`src/hw/hdt_pkg.sv`:
```
// Constants, types and helpers for the DDR4 host-side timing sequencer.
// Assumes a single 125 MHz system clock; all DRAM waits are counted in CK periods.
package hdt_pkg;

	// ==================================================================
	// Timing figures, CK periods or ns as named
	localparam int CLK_PERIOD_NS   = 8;
	localparam int CNT_W           = 12;
	localparam int T_ZQINIT_CK     = 1024;
	localparam int T_ZQOPER_CK     = 512;
	localparam int T_ZQCS_CK       = 128;
	localparam int T_XPR_MIN_CK    = 5;
	localparam int T_RFC_PAD_NS    = 10;
	localparam int T_CKSRE_MIN_CK  = 5;
	localparam int T_CKSRE_NS      = 10;
	localparam int T_CKSRX_MIN_CK  = 5;
	localparam int T_CKSRX_NS      = 10;
	localparam int T_CKE_MIN_CK    = 3;
	localparam int T_CKE_NS        = 5;
	localparam int T_CKESR_PAD_CK  = 1;
	localparam int T_XP_MIN_CK     = 4;
	localparam int T_XP_NS         = 6;
	localparam int T_DLLK_CK       = 768;
	localparam int WR_PRE_CK       = 1;
	localparam int ADDR_W          = 17;

	// ==================================================================
	// Timer channels
	localparam int CH_ALL   = 0;
	localparam int CH_NODLL = 1;
	localparam int CH_DLL   = 2;
	localparam int CH_CKE   = 3;
	localparam int CH_CLK   = 4;
	localparam int CH_NUM   = 5;

	// ==================================================================
	// Commands and pins
	typedef enum logic [3:0] {
		OP_NOP, OP_MRS, OP_REF, OP_PRE, OP_ACT, OP_RD, OP_WR, OP_ZQCL, OP_ZQCS,
		OP_SRE, OP_SRX, OP_SRX_ABORT, OP_PDE, OP_PDX
	} hdt_op_t;

	typedef struct packed {
		logic              reset_n;
		logic              cke;
		hdt_op_t           op;
		logic [ADDR_W-1:0] addr;
	} hdt_pins_t;

	// ==================================================================
	// Helpers
	function automatic int ck_ceil(int ns, int ck_ns);
		return (ns + ck_ns - 1) / ck_ns;
	endfunction

	function automatic int max2(int a, int b);
		return (a > b) ? a : b;
	endfunction

	function automatic logic is_dll_op(hdt_op_t op);
		return (op == OP_RD) || (op == OP_WR);
	endfunction

	function automatic logic is_fast_op(hdt_op_t op);
		return (op == OP_ZQCL) || (op == OP_ZQCS) || (op == OP_MRS);
	endfunction

	function automatic logic is_wake_op(hdt_op_t op);
		return (op == OP_SRX) || (op == OP_SRX_ABORT) || (op == OP_PDX);
	endfunction

endpackage

```
`src/hw/hdt_host_ctrl.sv`:
```
// DDR4 host-side sequencer: reset, calibration, self refresh and power-down timing.
// Assumes the user side runs on mclk; dqs_i arrives from the pad asynchronously.
`timescale 1ns/100ps
module hdt_host_ctrl #(
	parameter int CK_DIV        = 2,
	parameter int T_RFC_NS      = 260,
	parameter int T_RFC4_NS     = 160,
	parameter int READ_LAT      = 17,
	parameter int WRITE_LAT     = 12,
	parameter int BURST_LEN     = 8,
	parameter int PARITY_LAT    = 4,
	parameter int RESET_HOLD_CK = 16,
	parameter int ARM_HOLD_CK   = 16
) (
	input  wire logic                       mclk,
	input  wire logic                       rst,
	input  wire logic                       par_en,
	input  wire logic                       req_valid,
	input  hdt_pkg::hdt_op_t                req_op,
	input  wire logic [hdt_pkg::ADDR_W-1:0] req_addr,
	output logic                            req_ready,
	output hdt_pkg::hdt_pins_t              pins,
	output logic                            ck,
	input  wire logic                       dqs_i,
	output logic                            dqs_o,
	output logic                            dqs_oe_n,
	output logic                            rd_gate,
	output logic                            rd_strobe_seen,
	output logic                            init_done
);
	import hdt_pkg::*;

	// ==================================================================
	// Derived counts
	localparam int CK_NS = CLK_PERIOD_NS * CK_DIV;
	localparam logic [CNT_W-1:0] TXPR      =
		CNT_W'(max2(T_XPR_MIN_CK, ck_ceil(T_RFC_NS + T_RFC_PAD_NS, CK_NS)));
	localparam logic [CNT_W-1:0] TXS       = CNT_W'(ck_ceil(T_RFC_NS + T_RFC_PAD_NS, CK_NS));
	localparam logic [CNT_W-1:0] TXS_FAST  = CNT_W'(ck_ceil(T_RFC4_NS + T_RFC_PAD_NS, CK_NS));
	localparam logic [CNT_W-1:0] TXS_ABORT = TXS_FAST;
	localparam logic [CNT_W-1:0] TCKE      =
		CNT_W'(max2(T_CKE_MIN_CK, ck_ceil(T_CKE_NS, CK_NS)));
	localparam logic [CNT_W-1:0] TCKESR    = TCKE + CNT_W'(T_CKESR_PAD_CK);
	localparam logic [CNT_W-1:0] TCKSRE    =
		CNT_W'(max2(T_CKSRE_MIN_CK, ck_ceil(T_CKSRE_NS, CK_NS)));
	localparam logic [CNT_W-1:0] TCKSRX    =
		CNT_W'(max2(T_CKSRX_MIN_CK, ck_ceil(T_CKSRX_NS, CK_NS)));
	localparam logic [CNT_W-1:0] TXP       = CNT_W'(max2(T_XP_MIN_CK, ck_ceil(T_XP_NS, CK_NS)));
	localparam logic [CNT_W-1:0] TDLLK     = CNT_W'(T_DLLK_CK);
	localparam logic [CNT_W-1:0] INIT_CALIB_WAIT   = CNT_W'(T_ZQINIT_CK);
	localparam logic [CNT_W-1:0] FULL_CALIB_WAIT   = CNT_W'(T_ZQOPER_CK);
	localparam logic [CNT_W-1:0] TZQCS     = CNT_W'(T_ZQCS_CK);
	localparam logic [CNT_W-1:0] RST_HOLD  = CNT_W'(RESET_HOLD_CK);
	localparam logic [CNT_W-1:0] ARM_HOLD  = CNT_W'(ARM_HOLD_CK);
	localparam logic [CNT_W-1:0] PAR_LAT_CK = CNT_W'(PARITY_LAT);
	localparam logic [7:0] RD_ON   = 8'(READ_LAT - 1);
	localparam logic [7:0] RD_OFF  = 8'(READ_LAT + BURST_LEN / 2);
	localparam logic [7:0] WR_ON   = 8'(WRITE_LAT - WR_PRE_CK);
	localparam logic [7:0] WR_BST  = 8'(WRITE_LAT);
	localparam logic [7:0] WR_END  = 8'(WRITE_LAT + BURST_LEN / 2);
	localparam logic [7:0] DIV_TOP = 8'(CK_DIV - 1);
	localparam logic [7:0] DIV_HI  = 8'(CK_DIV / 2);

	typedef enum {S_RST, S_ARM, S_INIT_ZQ, S_RUN, S_LOW, S_WAKE} hdt_state_t;

	hdt_state_t       state_reg;
	hdt_pins_t        pins_reg;
	logic [7:0]       div_reg;
	logic             ck_reg;
	logic             ck_en_reg;
	logic             tick;
	logic [CNT_W-1:0] gap_reg;
	logic [CNT_W-1:0] cke_gap_reg;
	hdt_op_t          last_op_reg;
	logic             zq_init_reg;
	logic             lp_sr_reg;
	logic             abort_reg;
	logic             after_srx_reg;
	logic             after_rst_reg;
	logic [7:0]       rd_cnt_reg;
	logic             rd_act_reg;
	logic [7:0]       wr_cnt_reg;
	logic             wr_act_reg;
	logic             wr_burst_reg;
	logic             dqs_o_reg;
	logic             dqs_oe_n_reg;
	logic             rd_gate_reg;
	logic             seen_reg;
	logic             dqs_s1_reg;
	logic             dqs_s2_reg;
	logic             dqs_s3_reg;
	logic             state_ok;
	logic             issue;
	logic             auto_zq;
	logic             cke_rise;
	logic             cmd_fire;
	hdt_op_t          fire_op;
	logic             burst_busy;
	logic [CNT_W-1:0] tckesr_eff;
	logic [CNT_W-1:0] tcksre_eff;
	logic [CH_NUM-1:0]            busy;
	logic [CH_NUM-1:0]            ld;
	logic [CH_NUM-1:0][CNT_W-1:0] val;

	assign ck             = ck_reg;
	assign pins           = pins_reg;
	assign dqs_o          = dqs_o_reg;
	assign dqs_oe_n       = dqs_oe_n_reg;
	assign rd_gate        = rd_gate_reg;
	assign rd_strobe_seen = seen_reg;
	assign init_done      = (state_reg == S_RUN) || (state_reg == S_LOW) || (state_reg == S_WAKE);
	assign tckesr_eff     = TCKESR + (par_en ? PAR_LAT_CK : '0);
	assign tcksre_eff     = TCKSRE + (par_en ? PAR_LAT_CK : '0);
	assign burst_busy     = rd_act_reg || wr_act_reg;

	// ==================================================================
	// CK divider; tick marks the mclk cycle before each CK rising edge
	assign tick = (div_reg == DIV_TOP);

	always_ff @(posedge mclk) begin
		if (rst) begin
			div_reg <= '0;
			ck_reg  <= 1'b0;
		end else begin
			div_reg <= tick ? '0 : div_reg + 8'd1;
			ck_reg  <= ck_en_reg && (tick || (div_reg < DIV_HI - 8'd1));
		end
	end

	// ==================================================================
	// Guard timers
	generate
		for (genvar i = 0; i < CH_NUM; i++) begin : g_tmr
			hdt_wait_timer #(.W(CNT_W)) u_tmr (
				.mclk  (mclk),
				.rst   (rst),
				.tick  (tick),
				.load  (ld[i]),
				.value (val[i]),
				.busy  (busy[i])
			);
		end
	endgenerate

	// ==================================================================
	// Admission
	always_comb begin
		state_ok = 1'b0;
		unique case (state_reg)
			S_RUN: begin
				state_ok = !is_wake_op(req_op) && !busy[CH_ALL]
					&& (is_fast_op(req_op) || !busy[CH_NODLL])
					&& (!is_dll_op(req_op) || !busy[CH_DLL])
					&& !(burst_busy && (is_dll_op(req_op)
						|| req_op == OP_SRE || req_op == OP_PDE));
			end
			S_LOW: begin
				state_ok = !busy[CH_CKE] && (lp_sr_reg ? (req_op == OP_SRX
					|| req_op == OP_SRX_ABORT) : (req_op == OP_PDX));
			end
			S_RST, S_ARM, S_INIT_ZQ, S_WAKE: state_ok = 1'b0;
		endcase
	end

	assign req_ready = tick && state_ok;
	assign issue     = req_valid && req_ready;
	assign auto_zq   = tick && (state_reg == S_INIT_ZQ) && !busy[CH_ALL];
	assign cke_rise  = tick && (((state_reg == S_WAKE) && !busy[CH_CLK])
		|| ((state_reg == S_ARM) && (gap_reg >= RST_HOLD + ARM_HOLD)));
	assign fire_op   = auto_zq ? OP_ZQCL : req_op;
	assign cmd_fire  = auto_zq || (issue && !is_wake_op(req_op));

	always_comb begin
		ld  = '0;
		val = '0;
		if (auto_zq) begin
			ld[CH_ALL]  = 1'b1;
			val[CH_ALL] = INIT_CALIB_WAIT;
		end
		if (issue) begin
			unique case (req_op)
				OP_ZQCL: begin
					ld[CH_ALL]  = 1'b1;
					val[CH_ALL] = FULL_CALIB_WAIT;
				end
				OP_ZQCS: begin
					ld[CH_ALL]  = 1'b1;
					val[CH_ALL] = TZQCS;
				end
				OP_SRE, OP_PDE: begin
					ld[CH_CKE]  = 1'b1;
					val[CH_CKE] = (req_op == OP_SRE) ? tckesr_eff : TCKE;
					ld[CH_CLK]  = 1'b1;
					val[CH_CLK] = tcksre_eff;
				end
				OP_SRX, OP_SRX_ABORT, OP_PDX: begin
					ld[CH_CLK]  = 1'b1;
					val[CH_CLK] = TCKSRX;
				end
				default: ;
			endcase
		end
		if (cke_rise) begin
			ld[CH_ALL] = 1'b1;
			if (state_reg == S_ARM) begin
				val[CH_ALL] = TXPR;
			end else if (lp_sr_reg) begin
				val[CH_ALL]   = TXS_FAST;
				ld[CH_NODLL]  = 1'b1;
				val[CH_NODLL] = abort_reg ? TXS_ABORT : TXS;
				ld[CH_DLL]    = 1'b1;
				val[CH_DLL]   = TDLLK;
			end else begin
				val[CH_ALL] = TXP;
			end
		end
	end

	// ==================================================================
	// Sequencer and pins
	always_ff @(posedge mclk) begin
		if (rst) begin
			state_reg <= S_RST;
			pins_reg  <= '{reset_n: 1'b0, cke: 1'b0, op: OP_NOP, addr: '0};
			ck_en_reg <= 1'b1;
			lp_sr_reg <= 1'b0;
			abort_reg <= 1'b0;
		end else if (tick) begin
			pins_reg.op   <= OP_NOP;
			pins_reg.addr <= req_addr;
			unique case (state_reg)
				S_RST: if (gap_reg >= RST_HOLD) begin
					pins_reg.reset_n <= 1'b1;
					state_reg        <= S_ARM;
				end
				S_ARM: if (cke_rise) begin
					pins_reg.cke <= 1'b1;
					state_reg    <= S_INIT_ZQ;
				end
				S_INIT_ZQ: if (auto_zq) begin
					pins_reg.op <= OP_ZQCL;
					state_reg   <= S_RUN;
				end
				S_RUN: if (issue) begin
					pins_reg.op <= (req_op == OP_SRE) ? OP_REF
						: (req_op == OP_PDE) ? OP_NOP : req_op;
					if (req_op == OP_SRE || req_op == OP_PDE) begin
						pins_reg.cke <= 1'b0;
						lp_sr_reg    <= (req_op == OP_SRE);
						state_reg    <= S_LOW;
					end
				end
				S_LOW: begin
					// Clock may only stop in self refresh, once its valid window has run
					if (lp_sr_reg && !busy[CH_CLK] && !issue) begin
						ck_en_reg <= 1'b0;
					end
					if (issue) begin
						ck_en_reg <= 1'b1;
						abort_reg <= (req_op == OP_SRX_ABORT);
						state_reg <= S_WAKE;
					end
				end
				S_WAKE: if (cke_rise) begin
					pins_reg.cke <= 1'b1;
					state_reg    <= S_RUN;
				end
			endcase
		end
	end

	// ==================================================================
	// Gap tracking for command spacing
	always_ff @(posedge mclk) begin
		if (rst) begin
			gap_reg       <= '0;
			cke_gap_reg   <= '0;
			last_op_reg   <= OP_NOP;
			zq_init_reg   <= 1'b0;
			after_srx_reg <= 1'b0;
			after_rst_reg <= 1'b0;
		end else if (tick) begin
			if (cmd_fire) begin
				gap_reg     <= CNT_W'(1);
				last_op_reg <= fire_op;
				zq_init_reg <= auto_zq;
			end else if (gap_reg != '1) begin
				gap_reg <= gap_reg + CNT_W'(1);
			end
			if (cke_rise || (issue && (req_op == OP_SRE || req_op == OP_PDE))) begin
				cke_gap_reg <= CNT_W'(1);
			end else if (cke_gap_reg != '1) begin
				cke_gap_reg <= cke_gap_reg + CNT_W'(1);
			end
			if (cke_rise) begin
				after_rst_reg <= (state_reg == S_ARM);
				after_srx_reg <= (state_reg == S_WAKE) && lp_sr_reg;
			end
		end
	end

	// ==================================================================
	// Read strobe window and write strobe drive
	always_ff @(posedge mclk) begin
		if (rst) begin
			rd_cnt_reg <= '0;
			rd_act_reg <= 1'b0;
			wr_cnt_reg <= '0;
			wr_act_reg <= 1'b0;
		end else if (tick) begin
			if (issue && req_op == OP_RD) begin
				rd_cnt_reg <= 8'd0;
				rd_act_reg <= 1'b1;
			end else if (rd_act_reg) begin
				rd_act_reg <= (rd_cnt_reg != RD_OFF);
				rd_cnt_reg <= rd_cnt_reg + 8'd1;
			end
			if (issue && req_op == OP_WR) begin
				wr_cnt_reg <= 8'd0;
				wr_act_reg <= 1'b1;
			end else if (wr_act_reg) begin
				wr_act_reg <= (wr_cnt_reg != WR_END);
				wr_cnt_reg <= wr_cnt_reg + 8'd1;
			end
		end
	end

	always_ff @(posedge mclk) begin
		if (rst) begin
			rd_gate_reg  <= 1'b0;
			wr_burst_reg <= 1'b0;
			dqs_oe_n_reg <= 1'b1;
			dqs_o_reg    <= 1'b0;
		end else begin
			// Counts CK edges from the command edge; window spans drive to release
			rd_gate_reg  <= rd_act_reg && rd_cnt_reg >= RD_ON && rd_cnt_reg < RD_OFF;
			wr_burst_reg <= wr_act_reg && wr_cnt_reg >= WR_BST && wr_cnt_reg < WR_END;
			// Postamble is one and a half CK low, comfortably above the minimum
			dqs_oe_n_reg <= !(wr_act_reg && wr_cnt_reg >= WR_ON && wr_cnt_reg <= WR_END);
			dqs_o_reg    <= wr_act_reg && wr_cnt_reg >= WR_BST && wr_cnt_reg < WR_END
				&& (div_reg < DIV_HI);
		end
	end

	// Strobe presence: first stage feeds only the second
	always_ff @(posedge mclk) begin
		if (rst) begin
			dqs_s1_reg <= 1'b1;
			dqs_s2_reg <= 1'b1;
			dqs_s3_reg <= 1'b1;
			seen_reg   <= 1'b0;
		end else begin
			dqs_s1_reg <= dqs_i;
			dqs_s2_reg <= dqs_s1_reg;
			dqs_s3_reg <= dqs_s2_reg;
			// Needs a rising edge: a released strobe idles high and proves nothing
			if (rd_gate_reg && dqs_s2_reg && !dqs_s3_reg) begin
				seen_reg <= 1'b1;
			end else if (issue && req_op == OP_RD) begin
				seen_reg <= 1'b0;
			end
		end
	end
endmodule

```
`src/hw/hdt_wait_timer.sv`:
```
// Down-counting guard timer in CK periods.
// Assumes tick is a one-cycle pulse once per CK period.
`timescale 1ns/100ps
module hdt_wait_timer #(
	parameter int W = 12
) (
	input  wire logic         mclk,
	input  wire logic         rst,
	input  wire logic         tick,
	input  wire logic         load,
	input  wire logic [W-1:0] value,
	output logic              busy
);
	logic [W-1:0] cnt_reg;
	logic [W-1:0] val_m1;

	// Busy clears value-1 ticks after the loading tick, so it is low again at the tick value ticks after
	assign val_m1 = (value == '0) ? '0 : value - W'(1);
	assign busy   = (cnt_reg != '0);

	always_ff @(posedge mclk) begin
		if (rst) begin
			cnt_reg <= '0;
		end else if (load && tick) begin
			// A shorter load never cuts an earlier, longer wait
			cnt_reg <= (val_m1 > cnt_reg) ? val_m1 : cnt_reg;
		end else if (tick && busy) begin
			cnt_reg <= cnt_reg - W'(1);
		end
	end
endmodule

```
`config.mk`:
```
export PLATFORM = sky130hd
export DESIGN_NAME = hdt_host_ctrl
export DESIGN_NICKNAME = d
export VERILOG_FILES = /design/src/hw/hdt_pkg.sv /design/src/hw/hdt_host_ctrl.sv /design/src/hw/hdt_wait_timer.sv
export SDC_FILE = /design/constraint.sdc
export NUM_CORES = 1
export LEC_CHECK = 0
export CORE_UTILIZATION = 45
export DETAILED_ROUTE_END_ITERATION = 12
export DONT_BUFFER_PORTS = 1
export PLACE_DENSITY = 0.71
export SLEW_MARGIN = 20
export SYNTH_ARGS = -nofsm -noshare
export SYNTH_HDL_FRONTEND = slang
export SYNTH_SLANG_ARGS = --single-unit
```
`constraint.sdc`:
```
create_clock -name mclk -period 6.9 [get_ports mclk]
set_clock_uncertainty 0.05 [all_clocks]
set_input_delay 2.07 -clock mclk [delete_from_list [all_inputs] [get_ports mclk]]
set_output_delay 2.07 -clock mclk [all_outputs]
set_load 0.05 [all_outputs]
```
* Word level (Yosys, flattened, before mapping)
Index checks and enable logic that the tools add are counted.
Storage, ports and cells: flip-flop bits (word level) 164, input bits 26, output and inout bits 30, logic and storage cells 278
Operators by class: $add $sub $neg 16, magnitude comparators 15, equality and inequality tests 37, muxes and demuxes 75, reduce and logical (&&, ||, !) cells 108
Operator list (count):
- two-way mux 12 bit | 25
- two-way mux 32 bit | 7
- case mux 32 bit (6 select lines) | 1
- == test 32 x 3 -> 1 bit (second input constant) | 4
- subtractor 12 x 1 -> 12 bit (second input constant) | 9
- == test 32 x 2 -> 1 bit (second input constant) | 3
- == test 32 x 4 -> 1 bit (second input constant) | 2
- greater-than comparator 12 bit | 5
- zero test 12 bit | 5
- nonzero test 12 bit | 5
- logical AND 1 bit | 38
- two-way mux 36 bit | 1
- == test 32 x 1 -> 1 bit (second input constant) | 1
- zero test 32 bit | 1
- two-way mux 8 bit | 4
- adder 8 x 1 -> 8 bit (second input constant) | 3
- == test 4 bit (second input constant) | 6
- two-way mux 24 bit | 1
- != test 2 bit (second input constant) | 12
- case mux 12 bit (2 select lines) | 1
- two-way mux 22 bit | 1
- nonzero test 2 bit | 11
- greater-or-equal comparator 8 x 4 -> 1 bit (second input constant) | 2
- logical OR 1 bit | 16
- 36 further kinds | 87

* Depth between registers and ports, before layout
word-level depth 18, mapped depth 23, gate-level depth less buffers 21

* Modules after synthesis
Synthesis repeated with hierarchy kept, for this count alone.
Second synthesis, totals: cell total of the unflattened synthesis 1422, area, all modules 10766.6 sq um
By module, submodules not included:
- hdt_host_ctrl | times used 1, cells an instance 489, area an instance 3860.0 sq um, seq. area each 1501.4 sq um
- hdt_wait_timer (g_tmr[2].u_tmr ...) | times used 2, cells an instance 187, area an instance 1400.1 sq um, seq. area each 240.2 sq um
- hdt_wait_timer (g_tmr[0].u_tmr ...) | times used 2, cells an instance 184, area an instance 1363.8 sq um, seq. area each 240.2 sq um
- hdt_wait_timer (g_tmr[1].u_tmr) | times used 1, cells an instance 191, area an instance 1378.8 sq um, seq. area each 240.2 sq um

* Worst setup path after synthesis
Ideal clock, no wire load.
kind input to register, from in req_op[0], to reg g_tmr[4].u_tmr.cnt_reg[1], library setup time 86 ps, arrival 6223 ps, data required time 6764 ps, slack 541 ps, stages on the path 21, path buffers 3, cells stage by stage clkbuf_1 -> nand2_1 -> or2_2 -> a32oi_1 -> a41o_1 -> clkbuf_1 -> nand4_1 -> clkinv_1 -> buf_1 -> nand2_1 -> inv_1 -> ha_1 -> ha_1 -> nor2b_1 -> o21a_1 -> o21ai_0 -> a21oi_1 -> a211o_1 -> a31oi_1 -> a211oi_1 -> a211oi_1
Between the ends: longest elaborated chain between the ends 17, elaborated cells between the ends (all ways) 49, those cells by class add/sub (1); order compare (1); eq/ne (11); mux (9); reduce/logical (27)
RTL lines:
- from (decl) | line hdt_host_ctrl.sv:19 | input hdt_pkg::hdt_op_t req_op,
- == test 4 bit (on tied branches)
- logical OR 1 bit | line hdt_pkg.sv:69, hdt_host_ctrl.sv:159
- logical OR 1 bit | line hdt_pkg.sv:69 | return (op == OP_SRX) || (op == OP_SRX_ABORT) || (op == OP_PDX);
- zero test 1 bit | line hdt_host_ctrl.sv:151 | state_ok = !is_wake_op(req_op) && !busy[CH_ALL]
- logical AND 1 bit | line hdt_host_ctrl.sv:151
- logical AND 1 bit | line hdt_host_ctrl.sv:152 | && (is_fast_op(req_op) || !busy[CH_NODLL])
- logical AND 1 bit | line hdt_host_ctrl.sv:153 | && (!is_dll_op(req_op) || !busy[CH_DLL])
- logical AND 1 bit | line hdt_host_ctrl.sv:154 | && !(burst_busy && (is_dll_op(req_op)
- case mux 1 bit (3 select lines) | line hdt_host_ctrl.sv:149 | unique case (state_reg)
- logical AND 1 bit | line hdt_host_ctrl.sv:165 | assign req_ready = tick && state_ok;
- logical AND 1 bit | line hdt_host_ctrl.sv:166 | assign issue = req_valid && req_ready;
- two-way mux 16 bit | line hdt_host_ctrl.sv:180 | if (issue) begin
- subtractor 4 x 1 -> 5 bit or zero test 12 bit (tied branches) | line hdt_wait_timer.sv:18 | assign val_m1 = (value == '0) ? '0 : value - W'(1);
- two-way mux 12 bit | line hdt_wait_timer.sv:18
- greater-than comparator 12 bit | line hdt_wait_timer.sv:26 | cnt_reg <= (val_m1 > cnt_reg) ? val_m1 : cnt_reg;
- != test 2 bit (no line)
- AND reduction 2 bit (no line)
- to (signal assigned) | line hdt_wait_timer.sv:26
- to (signal assigned) | line hdt_wait_timer.sv:28 | cnt_reg <= cnt_reg - W'(1);
- to (decl) | line hdt_wait_timer.sv:14 | logic [W-1:0] cnt_reg;
Parallel ways exist; a longest one is shown, timed or not. The select of a mux whose other input is x is not followed. A chain may end at the register's enable or synchronous reset.

* Final worst setup path
from in req_op[3], to reg g_tmr[3].u_tmr.cnt_reg[6]
Between the ends: longest elaborated chain between the ends 17, elaborated cells between the ends (all ways) 48, those cells by class add/sub (1); order compare (1); eq/ne (11); mux (10); reduce/logical (25)
RTL lines (line):
- == test 4 bit (on tied branches) | hdt_pkg.sv:69, hdt_host_ctrl.sv:158, hdt_host_ctrl.sv:159
- logical OR 1 bit | hdt_pkg.sv:69, hdt_host_ctrl.sv:159
- logical OR 1 bit | hdt_pkg.sv:69
- zero test 1 bit | hdt_host_ctrl.sv:151
- logical AND 1 bit | hdt_host_ctrl.sv:151
- logical AND 1 bit | hdt_host_ctrl.sv:152
- logical AND 1 bit | hdt_host_ctrl.sv:153
- logical AND 1 bit | hdt_host_ctrl.sv:154
- case mux 1 bit (3 select lines) | hdt_host_ctrl.sv:149
- logical AND 1 bit | hdt_host_ctrl.sv:165
- logical AND 1 bit | hdt_host_ctrl.sv:166
- two-way mux 16 bit | hdt_host_ctrl.sv:180
- subtractor 12 x 1 -> 12 bit or zero test 12 bit (tied branches) | hdt_wait_timer.sv:18
- two-way mux 12 bit | hdt_wait_timer.sv:18
- greater-than comparator 12 bit | hdt_wait_timer.sv:26
- != test 2 bit (no line)
- AND reduction 2 bit (no line)
- to (signal assigned) | hdt_wait_timer.sv:26
- to (signal assigned) | hdt_wait_timer.sv:28
- to (decl) | hdt_wait_timer.sv:14
Parallel ways exist; a longest one is shown, timed or not. The select of a mux whose other input is x is not followed.

==> results.toml <==
[place]
place_inst = 1321
hpwl_um = 15100
routabilityCongestion = 0.879
io_buffers = 0

[yosys]
syn_inst = 1123
synth_compound_area_share_pct = 19.1
synth_common_cells = "135 x dfxtp_1, 115 x a21oi_1, 109 x nor2_1"
synth_most_common_cell = "dfxtp_1"
synthXorXnorAreaFrac_pct = 4.19
yosys.area.top_type = "dfxtp_1"
synth_fa_ha_area_share_pct = 11.3
synthSimpleGateAreaFrac_pct = 27.4
synth_top_family_by_area = "simple AND/OR/NAND/NOR gates"
syn_avg_cell_area_um2 = 7.63
muxShareOfSynthArea_pct = 0.701
syn-cell-area_um2 = 8560
yosys_warnings = 0
yosys_register_bits = 135
synth_area_leaders = "dfxtp_1 32%, ha_1 11%, a21oi_1 6.7%"
seq_area_frac_synth_pct = 31.6
synth_top_flop_cell = "dfxtp_1"
syn-num-nets = 1226
synth_top_area_share_pct = 31.6
synth_cell_types = 63
synthArstFlopShare_pct = 0
synth_edf_count = 0

[sta]
finalSetupTns_ns = 0
fin_crit_ns = 5.97
slew_headroom_pct = 26.4
rsz0062_at_grt = "false"
finalSetupViolations = 0
hold_violations = 0
max_freq_mhz = 167
slew_violations = 0
fin_crit_sh_pct = 86.5
worst-slew-pin-transition_ns = 1.09

[clock_tree]
post_cts_resized = 0
cts.sink_count = 135
cts.htree.levels = 4
cts_tree = "built"
cts_buffers = 17
cts.clk_slew.worst_paths_ns = 0.06
ctsHoldBuffers = 0
worstSkewPairLatency_ns = 0.43
cts_root_buffer = "clkbuf_16"
post_cts_buffers = 0
cts_buffer_depth = 2

[grt]
grt_pass1_wl_um = 36000
grt_pass1_vias = 7362
grt_max_degree = 96
grt_usage_pct = 22.5
antenna_found_initial = 0
gr-total-overflow = 0

[setup_path]
crit_required_ns = 7.21
critPathKind = "primary input to flip-flop"
critPathCaptureType = "flip-flop"
crit_fanout = 13
start_kind = "primary input"
cp.arrival_ns = 6.28

[floorplan]
die_w_um = 140
core_um2 = 18700
pin_count = 56
dieArea_um2 = 19600
die_h_um = 140
num_rows = 50
start_util_pct = 45.8

[finish]
fin_nets = 1209
fillCellCount = 1744
syn_to_final_growth_pct = 9.38
fin_cells = 1353
num_antenna_cells = 0
largest_register_ffs = 60
seqCellArea_um2 = 2700
layout-drive-gt1-share_pct = 6.08
multi_input_area_um2 = 5380

[detailed_routing]
firstDrtPassIters = 5
vias = 7968
drtIter0Drc = 547
drtAntennaViolNets = 0
totalWireLength_um = 21600
vias_per_cell = 5.89
post_drt_wl_per_cell_um = 15.9
drc = 0

[power_and_ir_drop]
irDropWorstVdd_uv = 280
p_leak_nw = 3.71
power.density_nw_per_um2 = 405

[hold_path]
hold_class = "flip-flop to flip-flop"

[run]
maxCapViolCount = 0

[outcome]
status = "completed"
## per-layer routing
metal  share of wire (%)  vias up  wire (µm)  track usage [%]
li1                    -     3954          -                -
met1                  45     3746       9720             28.8
met2                  47      222      10000             36.3
met3                 5.5       46       1190             5.20
met4                 2.8        0        603             9.54
met5                   0        -          0                0
## critical path: stages
cell and delay [ns]:
nand2b_1 0.19, or2_2 0.34, a32oi_1 0.25, a41o_1 0.35, nand3_1 0.28, nor2_1 0.22
nand3_1 0.12, ha_1 0.19, ha_1 0.26, nor2_1 0.14, ha_1 0.26, nand4_1 0.08
nor4_1 0.05, a22o_1 0.23, a31oi_1 0.31, o2111ai_1 0.37, or3_1 0.42, a21oi_1 0.14
## layout by cell type, fill, tap and decap left out, types with 3 or more instances in the layout
cell / netlist / final
buf_4: 0 / 13
a311oi_1: 4 / 4
nor3b_1: 3 / 3
o21ai_0: 48 / 47
a21o_1: 8 / 8
a32oi_1: 3 / 3
ha_1: 77 / 77
a21oi_1: 115 / 115
a31oi_1: 13 / 13
o31a_1: 4 / 4
clkbuf_16: 0 / 17
or4_1: 4 / 4
nand3b_1: 6 / 6
a22o_1: 3 / 3
and2_1: 7 / 7
nand2_1: 101 / 101
o21a_1: 15 / 15
mux2i_1: 6 / 6
a211oi_1: 8 / 8
o211ai_1: 4 / 4
and4_1: 12 / 12
clkinv_4: 0 / 4
and3_1: 22 / 22
o21ai_1: 4 / 5
xor2_1: 15 / 15
nand2b_1: 18 / 18
o31ai_1: 7 / 7
or3_1: 14 / 14
nor4_1: 22 / 21
inv_6: 0 / 4
nor2_1: 109 / 108
nand4_1: 23 / 23
dfxtp_1: 135 / 135
nor2b_1: 11 / 11
o21bai_1: 6 / 6
nor3_1: 39 / 39
inv_1: 78 / 78
xnor2_1: 26 / 26
nand3_1: 53 / 53
or2_2: 17 / 17
## cell families after synthesis
logic type / Yosys count
adder cells (fa/ha/maj): 77
buffers and inverters: 128
XOR/XNOR: 41
AO/OA/AOI/OAI: 269
AND/OR/NAND/NOR: 467
flip-flops: 135
multiplexers: 6
## metrics by stage
stage               hold slack, ns  total power, W  util (%)  setup WS [ns]  cell area (µm²)
floorplan                    0.339         0.00248         -          0.541             8560
global placement             0.346         0.00282      46.9          0.793             8770
detailed placement           0.345         0.00284      46.9          0.609             8770
CTS                          0.359         0.00379      50.1           1.06             9370
global route                 0.377         0.00409      50.1          0.668             9370
finish                       0.359         0.00380      50.1          0.929             9370
## where the power goes
part           internal, W  total [W]  leakage [nW]  switching (W)
registers         0.000928    0.00112          1.10       0.000194
clock network     0.000557   0.000921         0.292       0.000364
logic             0.000710    0.00176          2.32        0.00105
## worst paths after layout
check                            startpoint                          to  slack (ns)  cells after the start
setup / recovery                  req_op[3]   g_tmr[3].u_tmr.cnt_reg[6]        0.93                     18
hold / removal                   dqs_s1_reg                  dqs_s2_reg        0.36                      1
setup reg to reg  g_tmr[4].u_tmr.cnt_reg[6]  g_tmr[1].u_tmr.cnt_reg[11]        1.11                     18
hold reg to reg                  dqs_s1_reg                  dqs_s2_reg        0.36                      1
## layout make-up
type | instances | share of cell area [%]
clock inverters | 12 | 1.52
inverters | 79 | 3.17
multi-input cells | 860 | 57.4
well taps | 234 | 3.13
flip-flops and latches | 135 | 28.9
repair buffers | 13 | 1.04
clock buffers | 20 | 4.88
No activity file was read; power rests on OpenSTA's default activity.
